$ cat src/rtl/pws_defines.svh
`ifndef PWS_DEFINES_SVH
`define PWS_DEFINES_SVH

// Core clock period and the internal oscillator tick, both in ns
`define PWS_CLK_PERIOD_NS 10
`define PWS_TICK_NS 1000000
// Clock cycles per tick, derived from the two figures above
`define PWS_TICK_CYCLES (`PWS_TICK_NS / `PWS_CLK_PERIOD_NS)

// Durations in ms; one tick is one ms, so these are tick counts
`define PWS_MIN_ON_MS 16'd8
`define PWS_MIN_OFF_MS 16'd128
`define PWS_OFF_ALERT_MS 16'd1000
`define PWS_CFG_PERIOD_MS 17'd66000
`define PWS_CFG_CYCLE_MS 16'd100
`define PWS_DEBOUNCE_MS 6'd32
`define PWS_LONG_BASE_MS 15'd128

// Highest range code; the divider is four to the power of the code
`define PWS_RANGE_MAX 4'd11

`endif

$ cat src/rtl/pws_pkg.sv
package pws_pkg;

    // Sequencer states
    typedef enum logic [2:0] {
        PWS_ST_CONFIG = 3'b000,
        PWS_ST_FROM_OFF = 3'b001,
        PWS_ST_WAKE = 3'b010,
        PWS_ST_REST = 3'b011,
        PWS_ST_SHUT = 3'b100,
        PWS_ST_OFF = 3'b101
    } pws_state_t;

endpackage : pws_pkg

$ cat src/rtl/pws_sequencer.sv
// Operation
// - Active mode alternates wake and rest states
// - Wake powers host, exits on fall or watchdog
// - First 8ms of wake ignore exits to rest
// - Early rest-request falls are not remembered
// - Rest wakes on period, press, request high
// - Rest lasts at least 128ms, inputs deferred
// - Period-driven wake restarts interval, starts watchdog
// - Interval counter runs on through rest
// - Each press restarts the interval counter
// - Long press enters shutting-off, off alert low
// - Shutting-off lasts 1s then all off
// - Long request-high also shuts down
// - Short press only powers host
// - Dormant press returns via from-off wake
// - On alert low in first wake after dormant
// - Power-up setting picks active or dormant start
// - Configuration re-read every 66s and exits
// - Configuration cycle takes 0.1s
// - Interval is period times range divider
// - Power enable polarity selectable
// - On alert stays low through that wake
// - Debounced button output follows button
// - Watchdog still runs during long request-high
`timescale 1ns/1ps
`include "pws_defines.svh"

module pws_sequencer
    import pws_pkg::*;
#(
    parameter int TICK_CYCLES = `PWS_TICK_CYCLES
) (
    // Clock and reset
    input wire logic core_clk_in,
    input wire logic rst_in,
    // Pins from the host and the pushbutton
    input wire logic button_n_in,
    input wire logic rest_req_in,
    // Quasi-static settings, sampled in a configuration cycle and by the 66s re-read while active
    input wire logic [15:0] period_setting_in,
    input wire logic [3:0] range_setting_in,
    input wire logic [2:0] long_hold_setting_in,
    input wire logic [15:0] max_awake_setting_in,
    input wire logic power_up_active_in,
    input wire logic enable_active_low_in,
    // Outputs toward the host
    output logic power_en_out,
    output logic on_alert_n_out,
    output logic off_alert_n_out,
    output logic debounced_button_out
);

    // Interval in ms: period setting times four to the range code
    function automatic logic [39:0] interval_ms(input logic [15:0] per,
                                                input logic [3:0] rng);
        logic [3:0] r;
        r = (rng > `PWS_RANGE_MAX) ? `PWS_RANGE_MAX : rng;
        interval_ms = {24'h0, per} << {r, 1'b0};
    endfunction : interval_ms

    // Synchronisers for the two pins
    logic btn_s1, btn_s2, req_s1, req_s2;
    logic req_d; // Previous synchronised request, for edge detect
    logic next_req_d;
    // Millisecond tick generator
    logic [16:0] tick_cnt, next_tick_cnt;
    logic tick;
    // Debounce
    logic [5:0] deb_cnt, next_deb_cnt;
    logic btn_db, next_btn_db; // Debounced level, 1 = released
    // Sequencer
    pws_state_t state, next_state;
    logic [15:0] st_cnt, next_st_cnt; // ms since state entry
    logic [14:0] long_cnt, next_long_cnt;
    logic [39:0] period_cnt, next_period_cnt;
    logic period_due, next_period_due;
    logic press_pend, next_press_pend;
    logic from_off, next_from_off;
    logic [16:0] cfg_cnt, next_cfg_cnt;
    // Latched settings
    logic [15:0] per_l, next_per_l, max_l, next_max_l;
    logic [3:0] rng_l, next_rng_l;
    logic [2:0] long_l, next_long_l;
    logic pol_l, next_pol_l;
    // Output flops
    logic pwr, next_pwr;
    logic en_pin, next_en_pin;
    logic on_al_n, next_on_al_n, off_al_n, next_off_al_n;
    // Decodes
    logic press, req_fall, active, in_wake, long_hit, min_on_ok;
    logic [39:0] ivl;
    logic [14:0] long_lim;

    // Two-flop synchronisers; first stage feeds only the second
    always_ff @(posedge core_clk_in or posedge rst_in) begin
        if (rst_in) begin
            btn_s1 <= 1'b1;
            btn_s2 <= 1'b1;
            req_s1 <= 1'b0;
            req_s2 <= 1'b0;
        end else begin
            btn_s1 <= button_n_in;
            btn_s2 <= btn_s1;
            req_s1 <= rest_req_in;
            req_s2 <= req_s1;
        end
    end

    // Next-state logic for every timer and the sequencer
    always_comb begin
        // Hold by default, except the tick counter and req_d
        next_tick_cnt = tick_cnt + 17'd1;
        next_deb_cnt = deb_cnt;
        next_btn_db = btn_db;
        next_req_d = req_s2;
        next_state = state;
        next_st_cnt = st_cnt;
        next_long_cnt = long_cnt;
        next_period_cnt = period_cnt;
        next_period_due = period_due;
        next_press_pend = press_pend;
        next_from_off = from_off;
        next_cfg_cnt = cfg_cnt;
        next_per_l = per_l;
        next_rng_l = rng_l;
        next_long_l = long_l;
        next_max_l = max_l;
        next_pol_l = pol_l;
        next_pwr = pwr;
        next_on_al_n = on_al_n;
        next_off_al_n = off_al_n;

        // Common ms tick drives every timer
        tick = (tick_cnt == 17'(TICK_CYCLES - 1));
        if (tick) begin
            next_tick_cnt = 17'h0;
        end

        // Debounce: level must differ for the full time to flip
        if (btn_s2 == btn_db) begin
            next_deb_cnt = 6'h0;
        end else if (tick) begin
            if (deb_cnt == `PWS_DEBOUNCE_MS - 6'd1) begin
                next_btn_db = btn_s2;
                next_deb_cnt = 6'h0;
            end else begin
                next_deb_cnt = deb_cnt + 6'd1;
            end
        end
        press = btn_db & ~next_btn_db;
        req_fall = req_d & ~req_s2;

        active = (state == PWS_ST_WAKE) || (state == PWS_ST_FROM_OFF)
            || (state == PWS_ST_REST);
        in_wake = (state == PWS_ST_WAKE) || (state == PWS_ST_FROM_OFF);
        min_on_ok = (st_cnt >= `PWS_MIN_ON_MS);
        ivl = interval_ms(per_l, rng_l);
        long_lim = `PWS_LONG_BASE_MS << long_l;

        // State-age counter, saturating
        if (tick && st_cnt != 16'hffff) begin
            next_st_cnt = st_cnt + 16'd1;
        end

        // Long hold: button low anywhere active, request high in wake only
        if (active && (!btn_db || (req_s2 && in_wake))) begin
            if (tick && long_cnt != 15'h7fff) begin
                next_long_cnt = long_cnt + 15'd1;
            end
        end else begin
            next_long_cnt = 15'h0;
        end
        long_hit = (long_cnt >= long_lim);

        // Interval counter keeps running whatever the active state
        if (active && tick) begin
            if (period_cnt >= ivl - 40'd1) begin
                next_period_due = 1'b1;
            end else begin
                next_period_cnt = period_cnt + 40'd1;
            end
        end
        if (press) begin
            next_period_cnt = 40'h0;
            next_period_due = 1'b0;
        end

        // Periodic re-read of the settings while active
        if (active && tick) begin
            if (cfg_cnt == `PWS_CFG_PERIOD_MS - 17'd1) begin
                next_cfg_cnt = 17'h0;
                next_per_l = period_setting_in;
                next_rng_l = range_setting_in;
                next_long_l = long_hold_setting_in;
                next_max_l = max_awake_setting_in;
                next_pol_l = enable_active_low_in;
            end else begin
                next_cfg_cnt = cfg_cnt + 17'd1;
            end
        end

        // A press during rest is kept until rest may end
        if (state == PWS_ST_REST && press) begin
            next_press_pend = 1'b1;
        end

        case (state)
            PWS_ST_CONFIG: begin
                // Settings other than polarity applied only at the end of the cycle
                next_pwr = 1'b0;
                // Track the polarity pin here so the host sees off, not on, after reset
                next_pol_l = enable_active_low_in;
                if (tick && st_cnt >= `PWS_CFG_CYCLE_MS - 16'd1) begin
                    next_per_l = period_setting_in;
                    next_rng_l = range_setting_in;
                    next_long_l = long_hold_setting_in;
                    next_max_l = max_awake_setting_in;
                    next_pol_l = enable_active_low_in;
                    next_cfg_cnt = 17'h0;
                    next_st_cnt = 16'h0;
                    if (from_off || power_up_active_in) begin
                        next_state = PWS_ST_FROM_OFF;
                        next_pwr = 1'b1;
                        next_on_al_n = 1'b0;
                        next_period_cnt = 40'h0;
                        next_period_due = 1'b0;
                    end else begin
                        next_state = PWS_ST_OFF;
                    end
                    next_from_off = 1'b0;
                end
            end
            PWS_ST_FROM_OFF, PWS_ST_WAKE: begin
                next_pwr = 1'b1;
                if (long_hit) begin
                    // Long press or long request-high: warn, then cut
                    next_state = PWS_ST_SHUT;
                    next_off_al_n = 1'b0;
                    next_on_al_n = 1'b1;
                    next_st_cnt = 16'h0;
                end else if (min_on_ok && (req_fall || st_cnt >= max_l)) begin
                    next_state = PWS_ST_REST;
                    next_pwr = 1'b0;
                    next_on_al_n = 1'b1;
                    next_st_cnt = 16'h0;
                    next_press_pend = 1'b0;
                end
            end
            PWS_ST_REST: begin
                next_pwr = 1'b0;
                if (st_cnt >= `PWS_MIN_OFF_MS
                        && (period_due || press_pend || press || req_s2)) begin
                    next_state = PWS_ST_WAKE;
                    next_pwr = 1'b1;
                    next_st_cnt = 16'h0;
                    next_period_cnt = 40'h0;
                    next_period_due = 1'b0;
                    next_press_pend = 1'b0;
                end
            end
            PWS_ST_SHUT: begin
                // Host stays powered while the off alert is shown
                next_pwr = 1'b1;
                next_off_al_n = 1'b0;
                if (st_cnt >= `PWS_OFF_ALERT_MS) begin
                    next_state = PWS_ST_OFF;
                    next_pwr = 1'b0;
                    next_off_al_n = 1'b1;
                    next_st_cnt = 16'h0;
                end
            end
            PWS_ST_OFF: begin
                // Interval timer held at zero; a fresh press leaves dormant mode
                next_pwr = 1'b0;
                next_period_cnt = 40'h0;
                next_period_due = 1'b0;
                next_press_pend = 1'b0;
                if (press) begin
                    next_state = PWS_ST_CONFIG;
                    next_from_off = 1'b1;
                    next_st_cnt = 16'h0;
                end
            end
            default: begin
                next_state = PWS_ST_CONFIG;
                next_st_cnt = 16'h0;
                next_pwr = 1'b0;
            end
        endcase

        // Pin level after the polarity choice
        next_en_pin = next_pwr ^ next_pol_l;
    end

    // State registers; power-on starts a configuration cycle
    always_ff @(posedge core_clk_in or posedge rst_in) begin
        if (rst_in) begin
            tick_cnt <= 17'h0;
            deb_cnt <= 6'h0;
            btn_db <= 1'b1;
            req_d <= 1'b0;
            state <= PWS_ST_CONFIG;
            st_cnt <= 16'h0;
            long_cnt <= 15'h0;
            period_cnt <= 40'h0;
            period_due <= 1'b0;
            press_pend <= 1'b0;
            from_off <= 1'b0;
            cfg_cnt <= 17'h0;
            per_l <= 16'h0;
            rng_l <= 4'h0;
            long_l <= 3'h0;
            max_l <= 16'h0;
            pol_l <= 1'b0;
            pwr <= 1'b0;
            en_pin <= 1'b0;
            on_al_n <= 1'b1;
            off_al_n <= 1'b1;
        end else begin
            tick_cnt <= next_tick_cnt;
            deb_cnt <= next_deb_cnt;
            btn_db <= next_btn_db;
            req_d <= next_req_d;
            state <= next_state;
            st_cnt <= next_st_cnt;
            long_cnt <= next_long_cnt;
            period_cnt <= next_period_cnt;
            period_due <= next_period_due;
            press_pend <= next_press_pend;
            from_off <= next_from_off;
            cfg_cnt <= next_cfg_cnt;
            per_l <= next_per_l;
            rng_l <= next_rng_l;
            long_l <= next_long_l;
            max_l <= next_max_l;
            pol_l <= next_pol_l;
            pwr <= next_pwr;
            en_pin <= next_en_pin;
            on_al_n <= next_on_al_n;
            off_al_n <= next_off_al_n;
        end
    end

    // All outputs straight from flops
    assign power_en_out = en_pin;
    assign on_alert_n_out = on_al_n;
    assign off_alert_n_out = off_al_n;
    assign debounced_button_out = btn_db;

endmodule : pws_sequencer

$ cat config.mk
export PLATFORM = sky130hd
export DESIGN_NAME = pws_sequencer
export DESIGN_NICKNAME = d
export VERILOG_FILES = /design/src/rtl/pws_pkg.sv /design/src/rtl/pws_sequencer.sv
export VERILOG_INCLUDE_DIRS = /design/src /design/src/rtl
export SDC_FILE = /design/constraint.sdc
export NUM_CORES = 1
export LEC_CHECK = 0
export BUFFER_PORTS_ARGS = -buffer_cell sky130_fd_sc_hd__buf_2
export CAP_MARGIN = 30
export CELL_PAD_IN_SITES_DETAIL_PLACEMENT = 1
export CELL_PAD_IN_SITES_GLOBAL_PLACEMENT = 2
export CORE_UTILIZATION = 42
export CTS_BUF_LIST = sky130_fd_sc_hd__clkbuf_16
export DETAILED_ROUTE_END_ITERATION = 10
export GPL_TIMING_DRIVEN = 0
export PLACE_DENSITY_LB_ADDON = 0.12
export SLEW_MARGIN = 20
export SYNTH_ARGS = -nofsm -noshare
export SYNTH_HDL_FRONTEND = slang
export SYNTH_SLANG_ARGS = --single-unit
$ cat constraint.sdc
create_clock -name core_clk_in -period 12.25 [get_ports core_clk_in]
set_input_delay 1.8375 -clock core_clk_in [delete_from_list [all_inputs] [get_ports core_clk_in]]
set_output_delay 1.8375 -clock core_clk_in [all_outputs]
set_load 0.005 [all_outputs]
After elaboration in Yosys (flattened, before gate mapping)
Index checks and enable logic that the tools add are counted.
{"block": "word_totals", "output_inout_bits": 4, "word_cells": 179, "ff_bits": 166}
{"block": "op_classes", "n_reduce_logical": 28, "n_lt_le_gt_ge": 8, "muxes": 86, "n_shift": 2, "n_eq_ne": 19, "bitwise": 5, "add_sub_neg": 7}
{"operator": "$mux 16", "count": 15}
{"operator": "$mux 40", "count": 6}
{"operator": "$pmux 40 s3", "count": 1}
{"operator": "$mux 17", "count": 5}
{"operator": "$pmux 16 s5", "count": 1}
{"operator": "$add 40x1->40 const B", "count": 1}
{"operator": "$ge 40x40->1", "count": 1}
{"operator": "$shl 16x5->40", "count": 1}
{"operator": "$sub 40x1->40 const B", "count": 1}
{"operator": "$add 17x1->17 const B", "count": 2}
{"operator": "$eq 17x17->1 const B", "count": 2}
{"operator": "$mux 3", "count": 11}
{"operator": "$mux 1", "count": 30}
{"operator": "$mux 15", "count": 2}
{"operator": "$mux 4", "count": 5}
{"operator": "$mux 6", "count": 3}
{"operator": "$add 16x1->16 const B", "count": 1}
{"operator": "$ge 16x10->1 const B", "count": 1}
{"operator": "$ge 16x16->1", "count": 1}
{"operator": "$ge 16x4->1 const B", "count": 1}
{"operator": "$ge 16x7->1 const B", "count": 1}
{"operator": "$ge 16x8->1 const B", "count": 1}
{"operator": "$ne 16x16->1 const B", "count": 1}
{"operator": "$add 15x1->15 const B", "count": 1}
{"operator": "other kinds (30)", "count": 60}

Logic depth before layout (Yosys ltp)
Gate-level depths: netlist (run 1).
{"block": "logic_depth", "depth_word": 12, "depth_mapped": 25}

Worst setup path after synthesis (run 1)
Ideal clock, no wire load.
{"block": "synth_path", "path_kind": "reg-to-reg", "start": "register rng_l[2]", "end": "register period_cnt[16]", "required_ns": 12.172, "slack_ns": 6.462, "stages_incl_launch_ff": 25, "n_path_buf": 6, "t_arrival_ns": 5.710, "setup_time_ns": 0.078, "path_cell_list": "dfrtp_1 > buf_2 > buf_2 > buf_2 > buf_1 > nor2_1 > nand2_1 > ha_1 > nand2_1 > o41ai_1 > or4b_1 > nor4_2 > buf_2 > nand2_1 > xor2_1 > ha_1 > a21o_1 > a21o_1 > a221oi_1 > o211ai_1 > and2_1 > clkbuf_1 > nor4_2 > or4b_2 > a21oi_1"}
{"block": "synth_between", "elab_chain_cells": 11, "word_cells_on_any_way": 12, "classes_between": "1 x add/sub; 2 x order compare; 1 x shift; 8 x mux"}
{"element": "from (decl)", "line_no": "pws_sequencer.sv:82", "text": "logic [3:0] rng_l, next_rng_l;"}
{"element": "from (signal assigned)", "line_no": "pws_sequencer.sv:333", "text": "rng_l <= next_rng_l;"}
{"element": "$gt 4x4->1 (no source line)"}
{"element": "$mux 4 *", "line_no": "pws_sequencer.sv:57", "text": "r = (rng > `PWS_RANGE_MAX) ? `PWS_RANGE_MAX : rng;"}
{"element": "$shl 16x5->40 *", "line_no": "pws_sequencer.sv:58", "text": "interval_ms = {24'h0, per} << {r, 1'b0};"}
{"element": "$sub 40x1->40 *", "line_no": "pws_sequencer.sv:177", "text": "if (period_cnt >= ivl - 40'd1) begin"}
{"element": "$ge 40x40->1 *", "line_no": "pws_sequencer.sv:177"}
{"element": "$mux 40 *", "line_no": "pws_sequencer.sv:177"}
{"element": "$mux 40 *", "line_no": "pws_sequencer.sv:176", "text": "if (active && tick) begin"}
{"element": "$mux 40 *", "line_no": "pws_sequencer.sv:183", "text": "if (press) begin"}
{"element": "$mux 40", "line_no": "pws_sequencer.sv:221", "text": "if (from_off || power_up_active_in) begin"}
{"element": "$mux 40", "line_no": "pws_sequencer.sv:213", "text": "if (tick && st_cnt >= `PWS_CFG_CYCLE_MS - 16'd1) begin"}
{"element": "$pmux 40 s3 *", "line_no": "pws_sequencer.sv:207", "text": "case (state)"}
{"element": "net next_period_cnt[16]", "line_no": "pws_sequencer.sv:75", "text": "logic [39:0] period_cnt, next_period_cnt;"}
{"element": "to (signal assigned)", "line_no": "pws_sequencer.sv:327", "text": "period_cnt <= next_period_cnt;"}
{"element": "to (decl)", "line_no": "pws_sequencer.sv:75"}
The timed path passes the listed nets; every way through them passes the cells marked *.
A chain may end at the register's enable or synchronous reset.

Worst setup path after layout (run 1)
{"block": "layout_path", "start": "register rng_l[2]", "end": "register period_cnt[35]"}
Same word-level chain as after synthesis.

==> results of run 1 <==
==> through the flow <==
step	cell area, sq um	cells	total power, mW	util	hold slack (ns)
global route	13200	1842	1.19	0.476	0.360
finish	13200	1842	1.16	0.476	0.351
floorplan	11800	1382	0.570	-	0.331
CTS	13200	1841	1.17	0.476	0.354
global placement	12500	1808	0.581	0.452	0.334
detailed placement	12600	1809	0.583	0.453	0.336
==> logic make-up after synthesis <==
group | count (synthesis) | synth area share
AO/OA/AOI/OAI | 241 | 0.135
XOR/XNOR | 114 | 0.0844
adder cells (fa/ha/maj) | 73 | 0.0772
buffers and inverters | 110 | 0.0367
flip-flops | 166 | 0.352
multiplexers | 45 | 0.0452
AND/OR/NAND/NOR | 633 | 0.270
==> cells in the final DEF, fill, tap and decap left out, drive strengths merged, types with 10 or more instances in the layout <==
| master | synthesis | layout |
|---|---|---|
| nand4 | 35 | 35 |
| a21o | 15 | 15 |
| and3 | 24 | 24 |
| ha | 73 | 73 |
| mux2i | 29 | 29 |
| inv | 36 | 42 |
| nand2b | 13 | 13 |
| nand3 | 61 | 61 |
| o21ai | 54 | 54 |
| o31ai | 10 | 10 |
| nor3 | 35 | 35 |
| nor4 | 22 | 22 |
| a31oi | 12 | 12 |
| nor2 | 150 | 150 |
| or3 | 19 | 19 |
| clkbuf | 52 | 69 |
| nand2 | 181 | 181 |
| dfrtp | 161 | 161 |
| and4 | 11 | 11 |
| xnor2 | 70 | 70 |
| mux2 | 11 | 11 |
| a211oi | 11 | 11 |
| xor2 | 44 | 44 |
| a21oi | 61 | 61 |
| nand3b | 17 | 17 |
| and2 | 14 | 14 |
| buf | 21 | 71 |
==> cell type report <==
class	instances	area [sq um]	area share
sequential	166	4160	0.314
multi-input combinational	1106	7240	0.547
tap	378	473	0.0357
buffer	73	295	0.0223
inverter	37	146	0.0111
timing repair buffer	50	273	0.0206
clock buffer	17	425	0.0322
clock inverter	15	220	0.0166
==> registers in the layout, indices dropped and copies added (netlist names), 3 cells and up <==
name and flops:
period_cnt 40, per_l 16, max_l 16, tick_cnt 17, state 3, long_cnt 15, cfg_cnt 17, deb_cnt 6
st_cnt 16, long_l 3, rng_l 4
==> metal layers <==
layer | GRT usage | wire [um]
met5 | 0 | 0
met4 | 0.0646 | 447
met3 | 0.0358 | 1510
met2 | 0.462 | 18500
met1 | 0.341 | 16100
==> worst paths after layout <==
| check | start | endpoint | slack, ns | cells after the start |
|---|---|---|---|---|
| setup reg to reg | rng_l[2] | period_cnt[35] | 4.72 | 25 |
| hold reg to reg | req_s1 | next_req_d | 0.35 | 0 |
| setup / recovery | rng_l[2] | period_cnt[35] | 4.72 | 25 |
| min in group asynchronous | rst_in | tick_cnt[2] | 1.48 | 2 |
| max in group asynchronous | rst_in | max_l[14] | 9.89 | 3 |
| hold / removal | req_s1 | next_req_d | 0.35 | 0 |
==> power groups by stage <==
stage               Combinational [mW]  Clock (mW)  Sequential (mW)
floorplan                      0.00955           0            0.560
CTS                             0.0225       0.601            0.550
global route                    0.0248       0.619            0.550
global placement                0.0206           0            0.561
detailed placement              0.0224           0            0.561
finish                          0.0213       0.590            0.550
==> metrics.txt, run 1 <==
Cells after Synth 1382; DR WL/cell 19.8 um; Hold WC Path Type flop to flop; CP endpoint kind flop; Yosys reg bits 166; Critical Path Most Common Cell buf_2; # diodes 0; clock power share 0.508; Reg power frac 0.474; grt ovf 0; Die H 170 um; internal power 0.857 mW; synth top area cells dfrtp_1 (34%), ha_1 (7.7%), nand2_1 (5.7%), xnor2_1 (5.2%), nor2_1 (4.8%); Net Sw Power 0.304 mW; DRC Markers 0; Peak Freq 133 MHz; cts hold-fix bufs 0; top-area cell type share of the netlist area 0.341; synthesized area 11800 sq um; CTS tree built; Clock Path Buffers 2; vias post-DR 10700; core area 27800 sq um; worst slew pin tran 1.13 ns; WP data arrival 7.84 ns; family with the most delay on the worst path buffers and inverters; leak pwr 5.93 nW; Pins Over Slew Limit 0; Max-slew headroom 0.246; most frequent cells after synthesis nand2_1 (181), dfrtp_1 (161), nor2_1 (150), ha_1 (73), xnor2_1 (70); CTS Sinks 166; Syn. warnings 0; 1st-iter DRT viols 653; max cap viols 0; slowest CP cell or4b_1; initial antenna violation count 0; Clock transition at path regs 0.08 ns; Syn Area/Cell 8.56 sq um; Syn Nets 1500; Synth area leader dfrtp_1; Layout Nets 1569; Critical Path RT 12.56 ns; number of fill cells in the layout 3395; Synth Flop Type dfrtp_1; Setup crit start kind flop; Site Rows 61; PortBufs 48; DIE WIDTH 170 um; CP max stage delay 0.57 ns; final WL 36600 um; drt first pass iters 5; final-report setup violation count 0; cts bufs inserted 17; Final min period 7.53 ns; Setup CP Type flop to flop; switching portion of total power 0.262; post-CTS sizing 0; most frequent cell after synthesis nand2_1; Comb pwr share 0.018; worst slack, placed 4.88 ns; PD cells 87.7 nW/um^2; vias in the first global route 11100; largest net degree at the start of global routing 89; CTS H-tree lvls 4; Final ANT Viol Nets 0; starting density of the core 0.426; Async SR Flop Fraction 1.00; VDD IR-drop max 0.0000727 V; Seq/Total Area, Yosys 0.352; final period utilization 0.615; unrepaired setup endpoints after global routing false; buffer and inverter count on the worst path 7; root buf cell clkbuf_16; crit-path max FO 10; post-CTS setup buffers 0; EDFF count, synth 0; die footprint 28800 sq um; share of layout cells above drive strength 1 0.102; vias per inst 5.82; post-synthesis to final-layout area growth 11.8%; clock skew 0.0268 ns; GP Congestion 0.939; outcome finished clean; Worst-Skew Late Latency 0.45 ns; I/O pin total 49; global-route wire length before repair 59300 um; Total GRT Usage 0.264; Final Hold Viols 0; post-synthesis cell type count 82; Final WS setup 4.72 ns; total negative slack 0 ns; dpl hpwl 27400 um
Power figures use the tool's default switching activity.
==> run 2: changes to the inputs <==
Settings changed: CORE_UTILIZATION 42 to 35.
Clock period 12.25 ns to 6.9 ns, I/O delays scaled along.
==> metrics.txt, run 2 (same netlist as run 1, synthesis figures left out) <==
outcome finished clean; Regs by FF count period_cnt (40), cfg_cnt (17), tick_cnt (17); worst slew pin tran 0.861 ns; Peak Freq 154 MHz; commonest non-fill, non-tap cell in the layout nand2_1; vias post-DR 10700; Site Rows 66; unrepaired setup endpoints after global routing false; Hold WC Path Type flop to flop; CP endpoint kind flop; Final min period 6.49 ns; internal power 1.50 mW; Setup crit start kind flop; global-route wire length before repair 60200 um; clock skew 0.0164 ns; Critical Path RT 7.21 ns; root buf cell clkbuf_16; Final WS setup 0.405 ns; Worst-Skew Late Latency 0.45 ns; core area 32900 sq um; clock power share 0.497; largest net degree at the start of global routing 85; CTS Sinks 166; GP Congestion 0.944; leak pwr 5.96 nW; r2r setup slk 0.41 ns; CTS H-tree lvls 4; placed cell count 1875; die footprint 34500 sq um; non-filler cells, final 1907; vias in the first global route 10700; I/O pin total 49; Final Util 0.406; Setup CP Type flop to flop; Die H 186 um; Final Hold Viols 0; max FFs per register 40; Reg power frac 0.484; Total GRT Usage 0.226; grt ovf 0; vias per inst 5.60; share of layout cells above drive strength 1 0.111; most frequent cells in the layout nand2_1 (181), dfrtp_1 (161), nor2_1 (150); worst slack, placed -0.588 ns; Clock Path Buffers 2; PD cells 151 nW/um^2; Pins Over Slew Limit 0; switching portion of total power 0.256; number of fill cells in the layout 3988; dpl hpwl 28400 um; DR WL/cell 19.7 um; cts hold-fix bufs 0; initial antenna violation count 1; Max-slew headroom 0.426; DIE WIDTH 186 um; crit-path max FO 10; final WL 37500 um; PortBufs 48; Comb pwr share 0.019; VDD IR-drop max 0.000175 V; starting density of the core 0.360; final-report setup violation count 0; Most flops, register period_cnt; Net Sw Power 0.515 mW; cts bufs inserted 17; drt first pass iters 6; # diodes 0; DRC Markers 0; post-synthesis to final-layout area growth 12.6%; max cap viols 0; Layout Nets 1570; Final ANT Viol Nets 0; final period utilization 0.941; CTS tree built; 1st-iter DRT viols 663; Clock transition at path regs 0.08 ns; WP data arrival 6.80 ns
-- run 2: final timing paths --
kind,from,to,cells after the start
min reg2reg,req_s1,next_req_d,0
max reg2reg,rng_l[0],period_cnt[14],24
min,req_s1,next_req_d,0
max,rng_l[0],period_cnt[14],24
max in group asynchronous,rst_in,per_l[11],3
min in group asynchronous,rst_in,tick_cnt[2],2
-- run 2: layer usage --
| metal | track usage | wire length (um) | vias up |
|---|---|---|---|
| li1 | - | - | 5095 |
| met1 | 0.303 | 17500 | 5327 |
| met2 | 0.374 | 17900 | 208 |
| met3 | 0.0370 | 1330 | 51 |
| met4 | 0.0636 | 750 | 2 |
| met5 | 0 | 12 | - |
-- run 2: what timing repair did --
item                                    4_1_cts  5_1_grt
setup buffers                                 0        1
resized for setup                             6       22
endpoints found under the setup margin       28       26
pin swaps                                     0        2
-- run 2: area by class of cell --
| type | count | area (sq um) | share of cell area |
|---|---|---|---|
| Multi-Input combinational cell | 1106 | 7270 | 0.546 |
| Sequential cell | 166 | 4160 | 0.312 |
| Tap cell | 442 | 553 | 0.0415 |
| Clock buffer | 17 | 425 | 0.0319 |
| Buffer | 72 | 320 | 0.0240 |
| Timing Repair Buffer | 52 | 285 | 0.0214 |
| Clock inverter | 15 | 163 | 0.0122 |
| Inverter | 37 | 146 | 0.0110 |
-- run 2: power by group through the flow --
| stage | clock network (mW) | registers [mW] | logic [mW] |
|---|---|---|---|
| CTS | 1.04 | 0.976 | 0.0402 |
| global route | 1.07 | 0.976 | 0.0442 |
| finish | 1.00 | 0.976 | 0.0377 |
| floorplan | 0 | 0.995 | 0.0170 |
| global placement | 0 | 0.996 | 0.0372 |
| detailed placement | 0 | 0.995 | 0.0401 |
-- run 2: worst max-delay path, cell delays in order, from the launching register on --
cell      delay, ns
dfrtp_1        0.41
clkbuf_4       0.25
clkbuf_4       0.28
clkbuf_4       0.27
nand2b_1       0.18
or3_1          0.16
ha_2           0.25
nand2_1        0.10
o41ai_4        0.30
or4b_1         0.55
nor4_2         0.38
clkbuf_4       0.30
nand4b_1       0.13
xnor2_1        0.20
ha_1           0.21
a21o_1         0.17
a21o_1         0.18
a211oi_1       0.29
o21a_2         0.26
nand2_1        0.20
or3_1          0.37
clkbuf_1       0.23
buf_2          0.27
o41ai_1        0.27
a21oi_1        0.11
-- run 2: per-stage QoR --
step | setup TNS, ns | hold WS [ns] | power, mW | area (sq um)
6_report | 0 | 0.354 | 2.02 | 13300
3_3_place_gp | -165.67 | 0.334 | 1.03 | 12600
5_1_grt | 0 | 0.361 | 2.09 | 13300
3_5_place_dp | -9.37 | 0.339 | 1.04 | 12700
2_1_floorplan | 0 | 0.331 | 1.01 | 11800
4_1_cts | 0 | 0.355 | 2.06 | 13300
